===== config.mk =====
export PLATFORM = sky130hd
export DESIGN_NAME = rfps_dev_flat
export DESIGN_NICKNAME = d
export VERILOG_FILES = /design/src/rfps_pkg.sv /design/src/rfps_link_if.sv /design/src/rfps_dev.sv /design/src/flat_wrapper.sv
export VERILOG_INCLUDE_DIRS = /design/src /design/src/src
export SDC_FILE = /design/constraint.sdc
export NUM_CORES = 2
export LEC_CHECK = 0
export CORE_UTILIZATION = 50
export CTS_CLUSTER_SIZE = 30
export DETAILED_ROUTE_END_ITERATION = 8
export DONT_BUFFER_PORTS = 1
export GPL_TIMING_DRIVEN = 0
export SKIP_LAST_GASP = 1
export SLEW_MARGIN = 20
export SYNTH_ARGS = -nofsm -noshare
export SYNTH_HDL_FRONTEND = slang
export SYNTH_SLANG_ARGS = --single-unit

===== constraint.sdc =====
create_clock -name i_clk -period 10.7 [get_ports i_clk]
set_input_delay 0.535 -clock i_clk [delete_from_list [all_inputs] [get_ports i_clk]]
set_output_delay 0.535 -clock i_clk [all_outputs]
set_load 0.05 [all_outputs]

===== src/rfps_defines.svh =====
// Purpose: Shared constants of the reset, fast-load and power-down sequencer
// Assumes: 40 MHz master clock on both ends
// Notes: Times stay in their own unit; cycle counts derive from them
`ifndef RFPS_DEFINES_SVH
`define RFPS_DEFINES_SVH

`define RFPS_CLK_HZ 40000000
`define RFPS_CLK_NS 25
`define RFPS_INIT_MS 5
`define RFPS_INIT_CYC (`RFPS_CLK_HZ / 1000 * `RFPS_INIT_MS)
`define RFPS_GAP_NS 1000
`define RFPS_GAP_CYC ((`RFPS_GAP_NS + `RFPS_CLK_NS - 1) / `RFPS_CLK_NS)
`define RFPS_RST_MIN_CYC 10
`define RFPS_XFER_TMO 250000

`define RFPS_EQ_WORDS 60
`define RFPS_COEF_PER_BQ 5

`define RFPS_REG_MAIN 8'h01
`define RFPS_REG_VOL 8'h04
`define RFPS_REG_TREB 8'h05
`define RFPS_REG_BASS 8'h06
`define RFPS_REG_GAIN_A 8'h07
`define RFPS_REG_GAIN_B 8'h08
`define RFPS_REG_EQ_BASE 8'h40

`define RFPS_FL_BIT 7
`define RFPS_MAIN_RST 8'h00
`define RFPS_UNITY 24'h100000
`define RFPS_MUTE 24'h000000
`define RFPS_TONE_FLAT 8'h00

`define RFPS_AV_CTRL 2'h0
`define RFPS_AV_WCMD 2'h1
`define RFPS_AV_STAT 2'h2
`define RFPS_AV_RCMD 2'h3
`define RFPS_CTRL_SEL 1:0
`define RFPS_CTRL_TGT 3:2
`define RFPS_OP_RST 4
`define RFPS_OP_PD_IN 5
`define RFPS_OP_PD_OUT 6
`define RFPS_CMD_REG 31:24
`define RFPS_CMD_DATA 23:0

`endif


===== src/rfps_pkg.sv =====
// Purpose: Types shared by both ends of the sequencer link
// Assumes: Nothing beyond the defines header
// Notes: States only; numbers live in the defines header
package rfps_pkg;
  typedef enum logic [2:0] {
    RFPS_D_UNDEF,
    RFPS_D_RESET,
    RFPS_D_INIT,
    RFPS_D_RUN,
    RFPS_D_LOWPWR
  } rfps_dev_st_t;

  typedef enum logic [2:0] {
    RFPS_H_RST,
    RFPS_H_IDLE,
    RFPS_H_PDGAP,
    RFPS_H_PD,
    RFPS_H_UPGAP,
    RFPS_H_XFER
  } rfps_host_st_t;
endpackage


===== src/rfps_link_if.sv =====
// Purpose: Pins and control channel between host and audio processor
// Assumes: Single clock shared by both ends
// Notes: Reset and power-down pins may still change at any time
`timescale 1ns/1ps
`default_nettype none
interface rfps_link_if;
  logic rst_b;
  logic low_power_request_pin;
  logic bus_addr_select_a;
  logic bus_addr_select_b;
  logic ctl_req;
  logic ctl_we;
  logic [1:0] ctl_dev;
  logic [7:0] ctl_reg;
  logic [23:0] ctl_wdata;
  logic ctl_ack;
  logic ctl_nak;
  logic [23:0] ctl_rdata;

  modport dev (
    input rst_b, low_power_request_pin, bus_addr_select_a, bus_addr_select_b,
    input ctl_req, ctl_we, ctl_dev, ctl_reg, ctl_wdata,
    output ctl_ack, ctl_nak, ctl_rdata
  );

  modport host (
    output rst_b, low_power_request_pin, bus_addr_select_a, bus_addr_select_b,
    output ctl_req, ctl_we, ctl_dev, ctl_reg, ctl_wdata,
    input ctl_ack, ctl_nak, ctl_rdata
  );
endinterface
`default_nettype wire


===== src/rfps_dev.sv =====
// Purpose: Audio processor end: reset, init, fast-load and low-power sequencing
// Assumes: Pins arrive unsynchronised; one master clock
// Notes: Control requests to this device's address get one ack or nak pulse, none before init ends
//
// The implementer's own choices: the register addresses and the Avalon-MM register port.
`include "rfps_defines.svh"
`timescale 1ns/1ps
`default_nettype none
module rfps_dev #(
  parameter int INIT_CYCLES = `RFPS_INIT_CYC,
  parameter int EQ_WORDS = `RFPS_EQ_WORDS
) (
  input wire logic i_clk,
  input wire logic i_rst_b,
  rfps_link_if.dev lnk,
  output logic o_ready,
  output logic o_fast_load,
  output logic o_low_power,
  output logic o_audio_accept,
  output logic o_audio_run,
  output logic [23:0] o_volume,
  output logic [23:0] o_gain_a,
  output logic [23:0] o_gain_b,
  output logic [7:0] o_bass,
  output logic [7:0] o_treble
);
  localparam int CMAX = (INIT_CYCLES > 16) ? INIT_CYCLES : 16;
  localparam int CW = $clog2(CMAX + 1);
  localparam int AW = $clog2(EQ_WORDS);

  logic rst_m_q;
  logic rst_s_q;
  logic pd_m_q;
  logic pd_s_q;
  rfps_pkg::rfps_dev_st_t st_q;
  rfps_pkg::rfps_dev_st_t st_d;
  logic [CW-1:0] cnt_q;
  logic [CW-1:0] cnt_d;
  logic [AW-1:0] ptr_q;
  logic [7:0] main_q;
  logic [23:0] vol_q;
  logic [23:0] gain_a_q;
  logic [23:0] gain_b_q;
  logic [7:0] bass_q;
  logic [7:0] treb_q;
  logic [1:0] addr_q;
  logic ack_q;
  logic nak_q;
  logic [23:0] rdata_q;
  logic ready_q;
  logic lowpwr_q;
  logic accept_q;
  logic run_q;
  logic [23:0] eq_ram [EQ_WORDS];

  function automatic logic is_eq(input logic [7:0] a);
    is_eq = (9'(a) >= 9'(`RFPS_REG_EQ_BASE)) &&
            (9'(a) < 9'(`RFPS_REG_EQ_BASE) + 9'(EQ_WORDS));
  endfunction

  function automatic logic is_known(input logic [7:0] a);
    is_known = (a == `RFPS_REG_MAIN) || (a == `RFPS_REG_VOL) ||
               (a == `RFPS_REG_TREB) || (a == `RFPS_REG_BASS) ||
               (a == `RFPS_REG_GAIN_A) || (a == `RFPS_REG_GAIN_B) || is_eq(a);
  endfunction

  function automatic logic [23:0] eq_init(input logic [AW-1:0] idx);
    // b0 of each biquad at unity, the rest zero: an all-pass section
    eq_init = ((int'(idx) % `RFPS_COEF_PER_BQ) == 0) ? `RFPS_UNITY : `RFPS_MUTE;
  endfunction

  // Pin decode
  wire pin_rst = !rst_s_q;
  wire rst_ok = cnt_q >= CW'(`RFPS_RST_MIN_CYC - 1);
  wire init_done = cnt_q == CW'(INIT_CYCLES - 1);
  wire init_go = (st_d == rfps_pkg::RFPS_D_INIT) && (st_q != rfps_pkg::RFPS_D_INIT);
  wire init_end = (st_q == rfps_pkg::RFPS_D_INIT) && (st_d == rfps_pkg::RFPS_D_RUN);
  wire fl = main_q[`RFPS_FL_BIT];
  wire in_run = st_q == rfps_pkg::RFPS_D_RUN;
  wire in_init = st_q == rfps_pkg::RFPS_D_INIT;

  // Control request decode
  wire [7:0] rg = lnk.ctl_reg;
  wire req_hit = in_run && lnk.ctl_req && (lnk.ctl_dev == addr_q) && !ack_q && !nak_q;
  wire tone = (rg == `RFPS_REG_TREB) || (rg == `RFPS_REG_BASS);
  wire refuse = !is_known(rg) || (lnk.ctl_we && fl && tone);
  wire wr_ok = req_hit && lnk.ctl_we && !refuse;
  wire [7:0] eq_off = rg - `RFPS_REG_EQ_BASE;
  wire [AW-1:0] eq_idx = eq_off[AW-1:0];
  wire bus_eq_we = wr_ok && is_eq(rg);
  wire ram_we = in_init || bus_eq_we;
  wire [AW-1:0] ram_wa = in_init ? ptr_q : eq_idx;
  wire [23:0] ram_wd = in_init ? eq_init(ptr_q) : lnk.ctl_wdata;
  wire [23:0] eq_rd = eq_ram[eq_idx];
  wire [23:0] rd_val = (rg == `RFPS_REG_MAIN) ? {16'h0000, main_q} :
                       (rg == `RFPS_REG_VOL) ? vol_q :
                       (rg == `RFPS_REG_TREB) ? {16'h0000, treb_q} :
                       (rg == `RFPS_REG_BASS) ? {16'h0000, bass_q} :
                       (rg == `RFPS_REG_GAIN_A) ? gain_a_q :
                       (rg == `RFPS_REG_GAIN_B) ? gain_b_q :
                       is_eq(rg) ? eq_rd : 24'h000000;

  // Two-flop synchronisers for the asynchronous pins
  always_ff @(posedge i_clk) begin
    if (!i_rst_b) begin
      rst_m_q <= 1'b0;
      rst_s_q <= 1'b0;
      pd_m_q <= 1'b0;
      pd_s_q <= 1'b0;
    end else begin
      rst_m_q <= lnk.rst_b;
      rst_s_q <= rst_m_q;
      pd_m_q <= lnk.low_power_request_pin;
      pd_s_q <= pd_m_q;
    end
  end

  // Sequencer next state
  always_comb begin
    st_d = st_q;
    cnt_d = cnt_q;
    case (st_q)
      rfps_pkg::RFPS_D_UNDEF: begin
        if (pin_rst) begin
          st_d = rfps_pkg::RFPS_D_RESET;
          cnt_d = '0;
        end
      end
      rfps_pkg::RFPS_D_RESET: begin
        if (pd_s_q) begin
          st_d = rfps_pkg::RFPS_D_LOWPWR;
        end else if (!pin_rst) begin
          st_d = rst_ok ? rfps_pkg::RFPS_D_INIT : rfps_pkg::RFPS_D_UNDEF;
          cnt_d = '0;
        end else if (!rst_ok) begin
          cnt_d = cnt_q + 1'b1;
        end
      end
      rfps_pkg::RFPS_D_INIT: begin
        if (pin_rst) begin
          st_d = pd_s_q ? rfps_pkg::RFPS_D_LOWPWR : rfps_pkg::RFPS_D_RESET;
          cnt_d = '0;
        end else if (init_done) begin
          st_d = rfps_pkg::RFPS_D_RUN;
        end else begin
          cnt_d = cnt_q + 1'b1;
        end
      end
      rfps_pkg::RFPS_D_RUN: begin
        if (pin_rst) begin
          st_d = pd_s_q ? rfps_pkg::RFPS_D_LOWPWR : rfps_pkg::RFPS_D_RESET;
          cnt_d = '0;
        end
      end
      rfps_pkg::RFPS_D_LOWPWR: begin
        if (!pd_s_q && !pin_rst) begin
          st_d = rfps_pkg::RFPS_D_INIT;
          cnt_d = '0;
        end
      end
      default: begin
        st_d = rfps_pkg::RFPS_D_UNDEF;
        cnt_d = '0;
      end
    endcase
  end

  always_ff @(posedge i_clk) begin
    if (!i_rst_b) begin
      st_q <= rfps_pkg::RFPS_D_UNDEF;
      cnt_q <= '0;
    end else begin
      st_q <= st_d;
      cnt_q <= cnt_d;
    end
  end

  // Coefficient RAM: init sweep has priority, bus writes only in run
  always_ff @(posedge i_clk) begin
    if (ram_we) begin
      eq_ram[ram_wa] <= ram_wd;
    end
  end

  always_ff @(posedge i_clk) begin
    if (!i_rst_b || init_go) begin
      ptr_q <= '0;
    end else if (in_init && (ptr_q != AW'(EQ_WORDS - 1))) begin
      ptr_q <= ptr_q + 1'b1;
    end
  end

  // Control registers
  always_ff @(posedge i_clk) begin
    if (!i_rst_b) begin
      main_q <= `RFPS_MAIN_RST;
      vol_q <= `RFPS_MUTE;
      gain_a_q <= `RFPS_MUTE;
      gain_b_q <= `RFPS_MUTE;
      bass_q <= `RFPS_TONE_FLAT;
      treb_q <= `RFPS_TONE_FLAT;
    end else if (init_go) begin
      main_q[`RFPS_FL_BIT] <= 1'b1;
      vol_q <= `RFPS_MUTE;
      gain_a_q <= `RFPS_UNITY;
      gain_b_q <= `RFPS_MUTE;
      bass_q <= `RFPS_TONE_FLAT;
      treb_q <= `RFPS_TONE_FLAT;
    end else if (wr_ok) begin
      case (rg)
        `RFPS_REG_MAIN: main_q <= lnk.ctl_wdata[7:0];
        `RFPS_REG_VOL: vol_q <= lnk.ctl_wdata;
        `RFPS_REG_TREB: treb_q <= lnk.ctl_wdata[7:0];
        `RFPS_REG_BASS: bass_q <= lnk.ctl_wdata[7:0];
        `RFPS_REG_GAIN_A: gain_a_q <= lnk.ctl_wdata;
        `RFPS_REG_GAIN_B: gain_b_q <= lnk.ctl_wdata;
        default: main_q <= main_q;
      endcase
    end
  end

  // Address pins are taken as init ends so the port is live at once
  always_ff @(posedge i_clk) begin
    if (!i_rst_b) begin
      addr_q <= 2'h0;
    end else if (init_end) begin
      addr_q <= {lnk.bus_addr_select_b, lnk.bus_addr_select_a};
    end
  end

  // Answer pulses and status flags
  always_ff @(posedge i_clk) begin
    if (!i_rst_b) begin
      ack_q <= 1'b0;
      nak_q <= 1'b0;
      rdata_q <= 24'h000000;
      ready_q <= 1'b0;
      lowpwr_q <= 1'b0;
      accept_q <= 1'b0;
      run_q <= 1'b0;
    end else begin
      ack_q <= req_hit && !refuse;
      nak_q <= req_hit && refuse;
      if (req_hit) begin
        rdata_q <= rd_val;
      end
      ready_q <= in_run;
      lowpwr_q <= st_q == rfps_pkg::RFPS_D_LOWPWR;
      accept_q <= in_run && !fl;
      run_q <= in_run && !fl && !ram_we;
    end
  end

  assign lnk.ctl_ack = ack_q;
  assign lnk.ctl_nak = nak_q;
  assign lnk.ctl_rdata = rdata_q;
  assign o_ready = ready_q;
  assign o_fast_load = main_q[`RFPS_FL_BIT];
  assign o_low_power = lowpwr_q;
  assign o_audio_accept = accept_q;
  assign o_audio_run = run_q;
  assign o_volume = vol_q;
  assign o_gain_a = gain_a_q;
  assign o_gain_b = gain_b_q;
  assign o_bass = bass_q;
  assign o_treble = treb_q;
endmodule // rfps_dev
`default_nettype wire


===== src/flat_wrapper.sv =====
// flat-port wrapper written by rule: the top's interface ports become plain ports
module rfps_dev_flat 
#(
  parameter int INIT_CYCLES = `RFPS_INIT_CYC,
  parameter int EQ_WORDS = `RFPS_EQ_WORDS
)
  (i_clk, i_rst_b, o_ready, o_fast_load, o_low_power, o_audio_accept, o_audio_run, o_volume, o_gain_a, o_gain_b, o_bass, o_treble, lnk_rst_b, lnk_low_power_request_pin, lnk_bus_addr_select_a, lnk_bus_addr_select_b, lnk_ctl_req, lnk_ctl_we, lnk_ctl_dev, lnk_ctl_reg, lnk_ctl_wdata, lnk_ctl_ack, lnk_ctl_nak, lnk_ctl_rdata);
  rfps_link_if lnk_i ();
  input wire logic i_clk;
  input wire logic i_rst_b;
  output logic o_ready;
  output logic o_fast_load;
  output logic o_low_power;
  output logic o_audio_accept;
  output logic o_audio_run;
  output logic [23:0] o_volume;
  output logic [23:0] o_gain_a;
  output logic [23:0] o_gain_b;
  output logic [7:0] o_bass;
  output logic [7:0] o_treble;
  input wire logic [$bits(lnk_i.rst_b)-1:0] lnk_rst_b;
  input wire logic [$bits(lnk_i.low_power_request_pin)-1:0] lnk_low_power_request_pin;
  input wire logic [$bits(lnk_i.bus_addr_select_a)-1:0] lnk_bus_addr_select_a;
  input wire logic [$bits(lnk_i.bus_addr_select_b)-1:0] lnk_bus_addr_select_b;
  input wire logic [$bits(lnk_i.ctl_req)-1:0] lnk_ctl_req;
  input wire logic [$bits(lnk_i.ctl_we)-1:0] lnk_ctl_we;
  input wire logic [$bits(lnk_i.ctl_dev)-1:0] lnk_ctl_dev;
  input wire logic [$bits(lnk_i.ctl_reg)-1:0] lnk_ctl_reg;
  input wire logic [$bits(lnk_i.ctl_wdata)-1:0] lnk_ctl_wdata;
  output wire logic [$bits(lnk_i.ctl_ack)-1:0] lnk_ctl_ack;
  output wire logic [$bits(lnk_i.ctl_nak)-1:0] lnk_ctl_nak;
  output wire logic [$bits(lnk_i.ctl_rdata)-1:0] lnk_ctl_rdata;
  assign lnk_i.rst_b = lnk_rst_b;
  assign lnk_i.low_power_request_pin = lnk_low_power_request_pin;
  assign lnk_i.bus_addr_select_a = lnk_bus_addr_select_a;
  assign lnk_i.bus_addr_select_b = lnk_bus_addr_select_b;
  assign lnk_i.ctl_req = lnk_ctl_req;
  assign lnk_i.ctl_we = lnk_ctl_we;
  assign lnk_i.ctl_dev = lnk_ctl_dev;
  assign lnk_i.ctl_reg = lnk_ctl_reg;
  assign lnk_i.ctl_wdata = lnk_ctl_wdata;
  assign lnk_ctl_ack = lnk_i.ctl_ack;
  assign lnk_ctl_nak = lnk_i.ctl_nak;
  assign lnk_ctl_rdata = lnk_i.ctl_rdata;
  rfps_dev #(.INIT_CYCLES(INIT_CYCLES), .EQ_WORDS(EQ_WORDS)) u_core (.i_clk(i_clk), .i_rst_b(i_rst_b), .lnk(lnk_i), .o_ready(o_ready), .o_fast_load(o_fast_load), .o_low_power(o_low_power), .o_audio_accept(o_audio_accept), .o_audio_run(o_audio_run), .o_volume(o_volume), .o_gain_a(o_gain_a), .o_gain_b(o_gain_b), .o_bass(o_bass), .o_treble(o_treble));
endmodule

==> metrics.yaml <==
grt_pass1_vias: 34900
holdPathStages: 1
clk_pin_slew_worst_paths_ns: 0.06
grt_max_degree: 49
hpwl_um: 141000
overflow: 0
drtIter0Drc: 4777
post_cts_buffers: 0
synth_top_cell_by_area: "edfxtp_1"
htree_num_levels: 4
reg2reg_depth: 21
async_flop_share_pct: 0
synth-edff-count: 1440
setup_viol: 0
hold_slack_ns: 0.119
cp-start-kind: "register"
skew_ns: 0.0255
insertion_delay_ns: 0.79
slowest_delay_ns: 0.59
nFillCells: 9016
final_hold_viol_count: 0
num_rows: 129
cts_root_buf: "clkbuf_16"
viasPerCell: 6.55
nets: 3595
io_pins: 161
cts-hold-fix-buffers: 28
maxSlewHeadroom_pct: 17.0
setup_tns_ns: 0
syn_nets: 3286
reg2reg_slack_ns: 5.46
core_um2: 124000
die_area_um2: 127000
maxCapViolCount: 0
synth_top_area_share_pct: 68.8
cts_tree: "built"
min_to: "u_core.eq_ram[51][15]"
via_count: 34800
syn_inst: 3235
area_growth_pct: 17.0
cts_resized: 0
die_width_um: 357
tightest_slew_ns: 1.23
grtUsageTotal_pct: 32.0
yosys_warnings: 0
seq_area_frac_synth_pct: 73.8
ir_drop_v: 0.000186
syn-cell-area_um2: 62900
fmaxAchievable_mhz: 191
hold_path_class: "primary input to register"
synth_cell_types: 78
cp_slowest_cell: "nor4bb_1"
seq_area_um2: 46400
power_mw: 12.9
port_buffers: 0
ys_seq_elements: 1599
critPathKind: "register to register"
avgSynthCellArea_um2: 19.4
ys_top_cells_by_area: "edfxtp_1 (69%), mux4_2 (16%), dfxtp_1 (5.1%)"
period_share_pct: 49.0
drt_wl_total_um: 201000
worstPathCellList: "buf_6 -> nor2_4 -> inv_2 -> ha_1 -> and2b_2 -> buf_6 -> nand2_1 -> o22ai_1 -> a31oi_1 -> ha_1 -> maj3_1 -> a21o_1 -> nor2_1 -> nor2_1 -> a211oi_1 -> nor4bb_1 -> o41ai_4 -> buf_6 -> buf_4 -> buf_4 -> buf_6"
synth_ff_type: "edfxtp_1"
r2r-start: "u_core.ptr_q[3]"
worst_path_most_repeated_cell: "buf_6"
cts_max_path_buffers: 3
die_h_um: 357
cts.sink_count: 1599
antenna_found_initial: 7
drc: 0
drt_pre_antenna_iters: 6
ant_nets: 0
grt_pass1_wl_um: 276000
drive_above_1_share_pct: 26.8
maxSlewViolCount: 0
multi_input_area_um2: 16100
rsz0062_at_grt: "no"
initial_core_util_pct: 50.6
routedWlPerCell_um: 37.8
worstPathArrival_ns: 5.77
status: "complete, no violations"
power_density_nw_per_um2: 176
min_from: "lnk_ctl_wdata[15]"
finalCriticalPeriod_ns: 5.24
rr_endpoint: "u_core.eq_ram[12][20]"
power.leakage_nw: 23.0
place.gp.congestion: 0.976
cts_buffers: 164
worstPathRequired_ns: 11.22
crit_path_end_kind: "register"
cp_max_fo: 19
## cell type report
| class | count | share of cell area, % |
|---|---|---|
| clock inverter | 87 | 0.961 |
| inverter | 20 | 0.102 |
| buffer | 191 | 1.23 |
| clock buffer | 209 | 5.89 |
| sequential | 1599 | 63.1 |
| timing repair buffer | 143 | 4.01 |
| tap | 1637 | 2.78 |
| multi-input combinational | 1425 | 21.9 |
| antenna | 4 | 0.0136 |
## where the power goes
part | total, mW | switching (mW) | internal, mW
logic | 0.662 | 0.411 | 0.251
registers | 6.80 | 0.00225 | 6.80
clock network | 5.45 | 2.39 | 3.06
total | 12.9 | 2.81 | 10.1
## how the worst max path moves through the flow
stage | start | endpoint | slack [ns] | cells past startpoint
6_report | u_core.ptr_q[3] | u_core.eq_ram[12][20] | 5.46 | 21
5_1_grt | u_core.ptr_q[3] | u_core.eq_ram[42][20] | 5.19 | 22
4_1_cts | u_core.ptr_q[3] | u_core.eq_ram[12][20] | 5.51 | 22
3_5_place_dp | lnk_ctl_reg[3] | u_core.eq_ram[24][13] | 5.06 | 10
3_3_place_gp | u_core.ptr_q[3] | u_core.eq_ram[14][20] | 2.57 | 18
2_1_floorplan | u_core.ptr_q[3] | u_core.eq_ram[0][20] | 4.95 | 18
## registers in the layout, indices dropped and copies added, names as in the netlist, 2 cells and up
register / count
u_core.o_volume: 24
u_core.eq_ram: 1440
u_core.cnt_q: 18
u_core.o_gain_a: 24
u_core.ptr_q: 6
u_core.addr_q: 2
u_core.st_q: 3
u_core.main_q: 8
u_core.o_gain_b: 24
u_core.o_bass: 8
u_core.lnk.ctl_rdata: 24
u_core.o_treble: 8
## stage by stage
step | util [%] | std cells | setup WS (ns) | instance area, um2
after global routing | 59.2 | 5312 | 5.19 | 73600
after CTS | 59.2 | 5310 | 5.51 | 73600
after detailed placement | 54.9 | 4986 | 5.06 | 68200
after global placement | 52.2 | 4872 | 2.57 | 64900
after floorplan | - | 3235 | 4.95 | 62900
final | 59.2 | 5315 | 5.46 | 73600
## critical path: cells and delay by family, from the launching register on
kind / cells / cell delay, ns
DFF: 1 / 0.31
adders and majority gates: 3 / 0.99
and+or+nand+nor: 6 / 1.64
buffers and inverters: 7 / 1.14
AOI/OAI and AO/OA: 5 / 0.88
## cell usage after synthesis (all sizes together), types with 13 or more instances
master and instances:
a221oi 13, a211oi 19, nor3 16, o22ai 14, mux2i 35, edfxtp 1440
nand3 33, xnor2 23, dfxtp 159, a22oi 19, nor2b 35, a21oi 135
clkbuf 90, buf 101, nand2 287, mux4 449, inv 20, nor2 132
o21ai 62
## routing by layer
layer	routed length, um	vias to the layer above	global-route usage [%]
met1	73400	18500	40.8
met5	23	-	0
li1	-	13800	-
met2	97800	2005	51.9
met4	9650	4	14.4
met3	20200	413	8.20
## cells in the final DEF, fill, tap and decap left out, types with 13 or more instances in the layout
master	netlist	final
mux2i_1	35	35
nor2_4	1	61
clkinv_1	0	38
nor2_1	130	70
xnor2_1	23	23
clkbuf_1	90	123
buf_16	0	57
buf_4	14	16
nor2b_4	0	23
buf_2	64	67
buf_1	17	14
a221oi_1	13	13
buf_12	0	51
nand3_1	32	32
inv_1	18	18
mux4_2	449	449
clkinv_2	0	25
dlygate4sd3_1	0	28
o22ai_1	14	14
nor3_1	15	14
clkbuf_16	0	166
o21ai_0	53	51
nand2_1	287	287
dfxtp_1	159	159
a21oi_1	135	135
a211oi_1	18	18
a22oi_1	19	19
edfxtp_1	1440	1440
## logic make-up (layout without fill, tap and decap cells)
logic type / Yosys count / after routing / synth area share [%]
other: 0 / 4 / 0
AND/OR/NAND/NOR: 567 / 567 / 3.99
AO/OA/AOI/OAI: 334 / 334 / 3.37
XOR/XNOR: 26 / 26 / 0.362
buffers and inverters: 211 / 650 / 1.54
flip-flops: 1599 / 1599 / 73.8
adder cells (fa/ha/maj): 11 / 11 / 0.211
multiplexers: 487 / 487 / 16.7
Power figures use the tool's default switching activity.
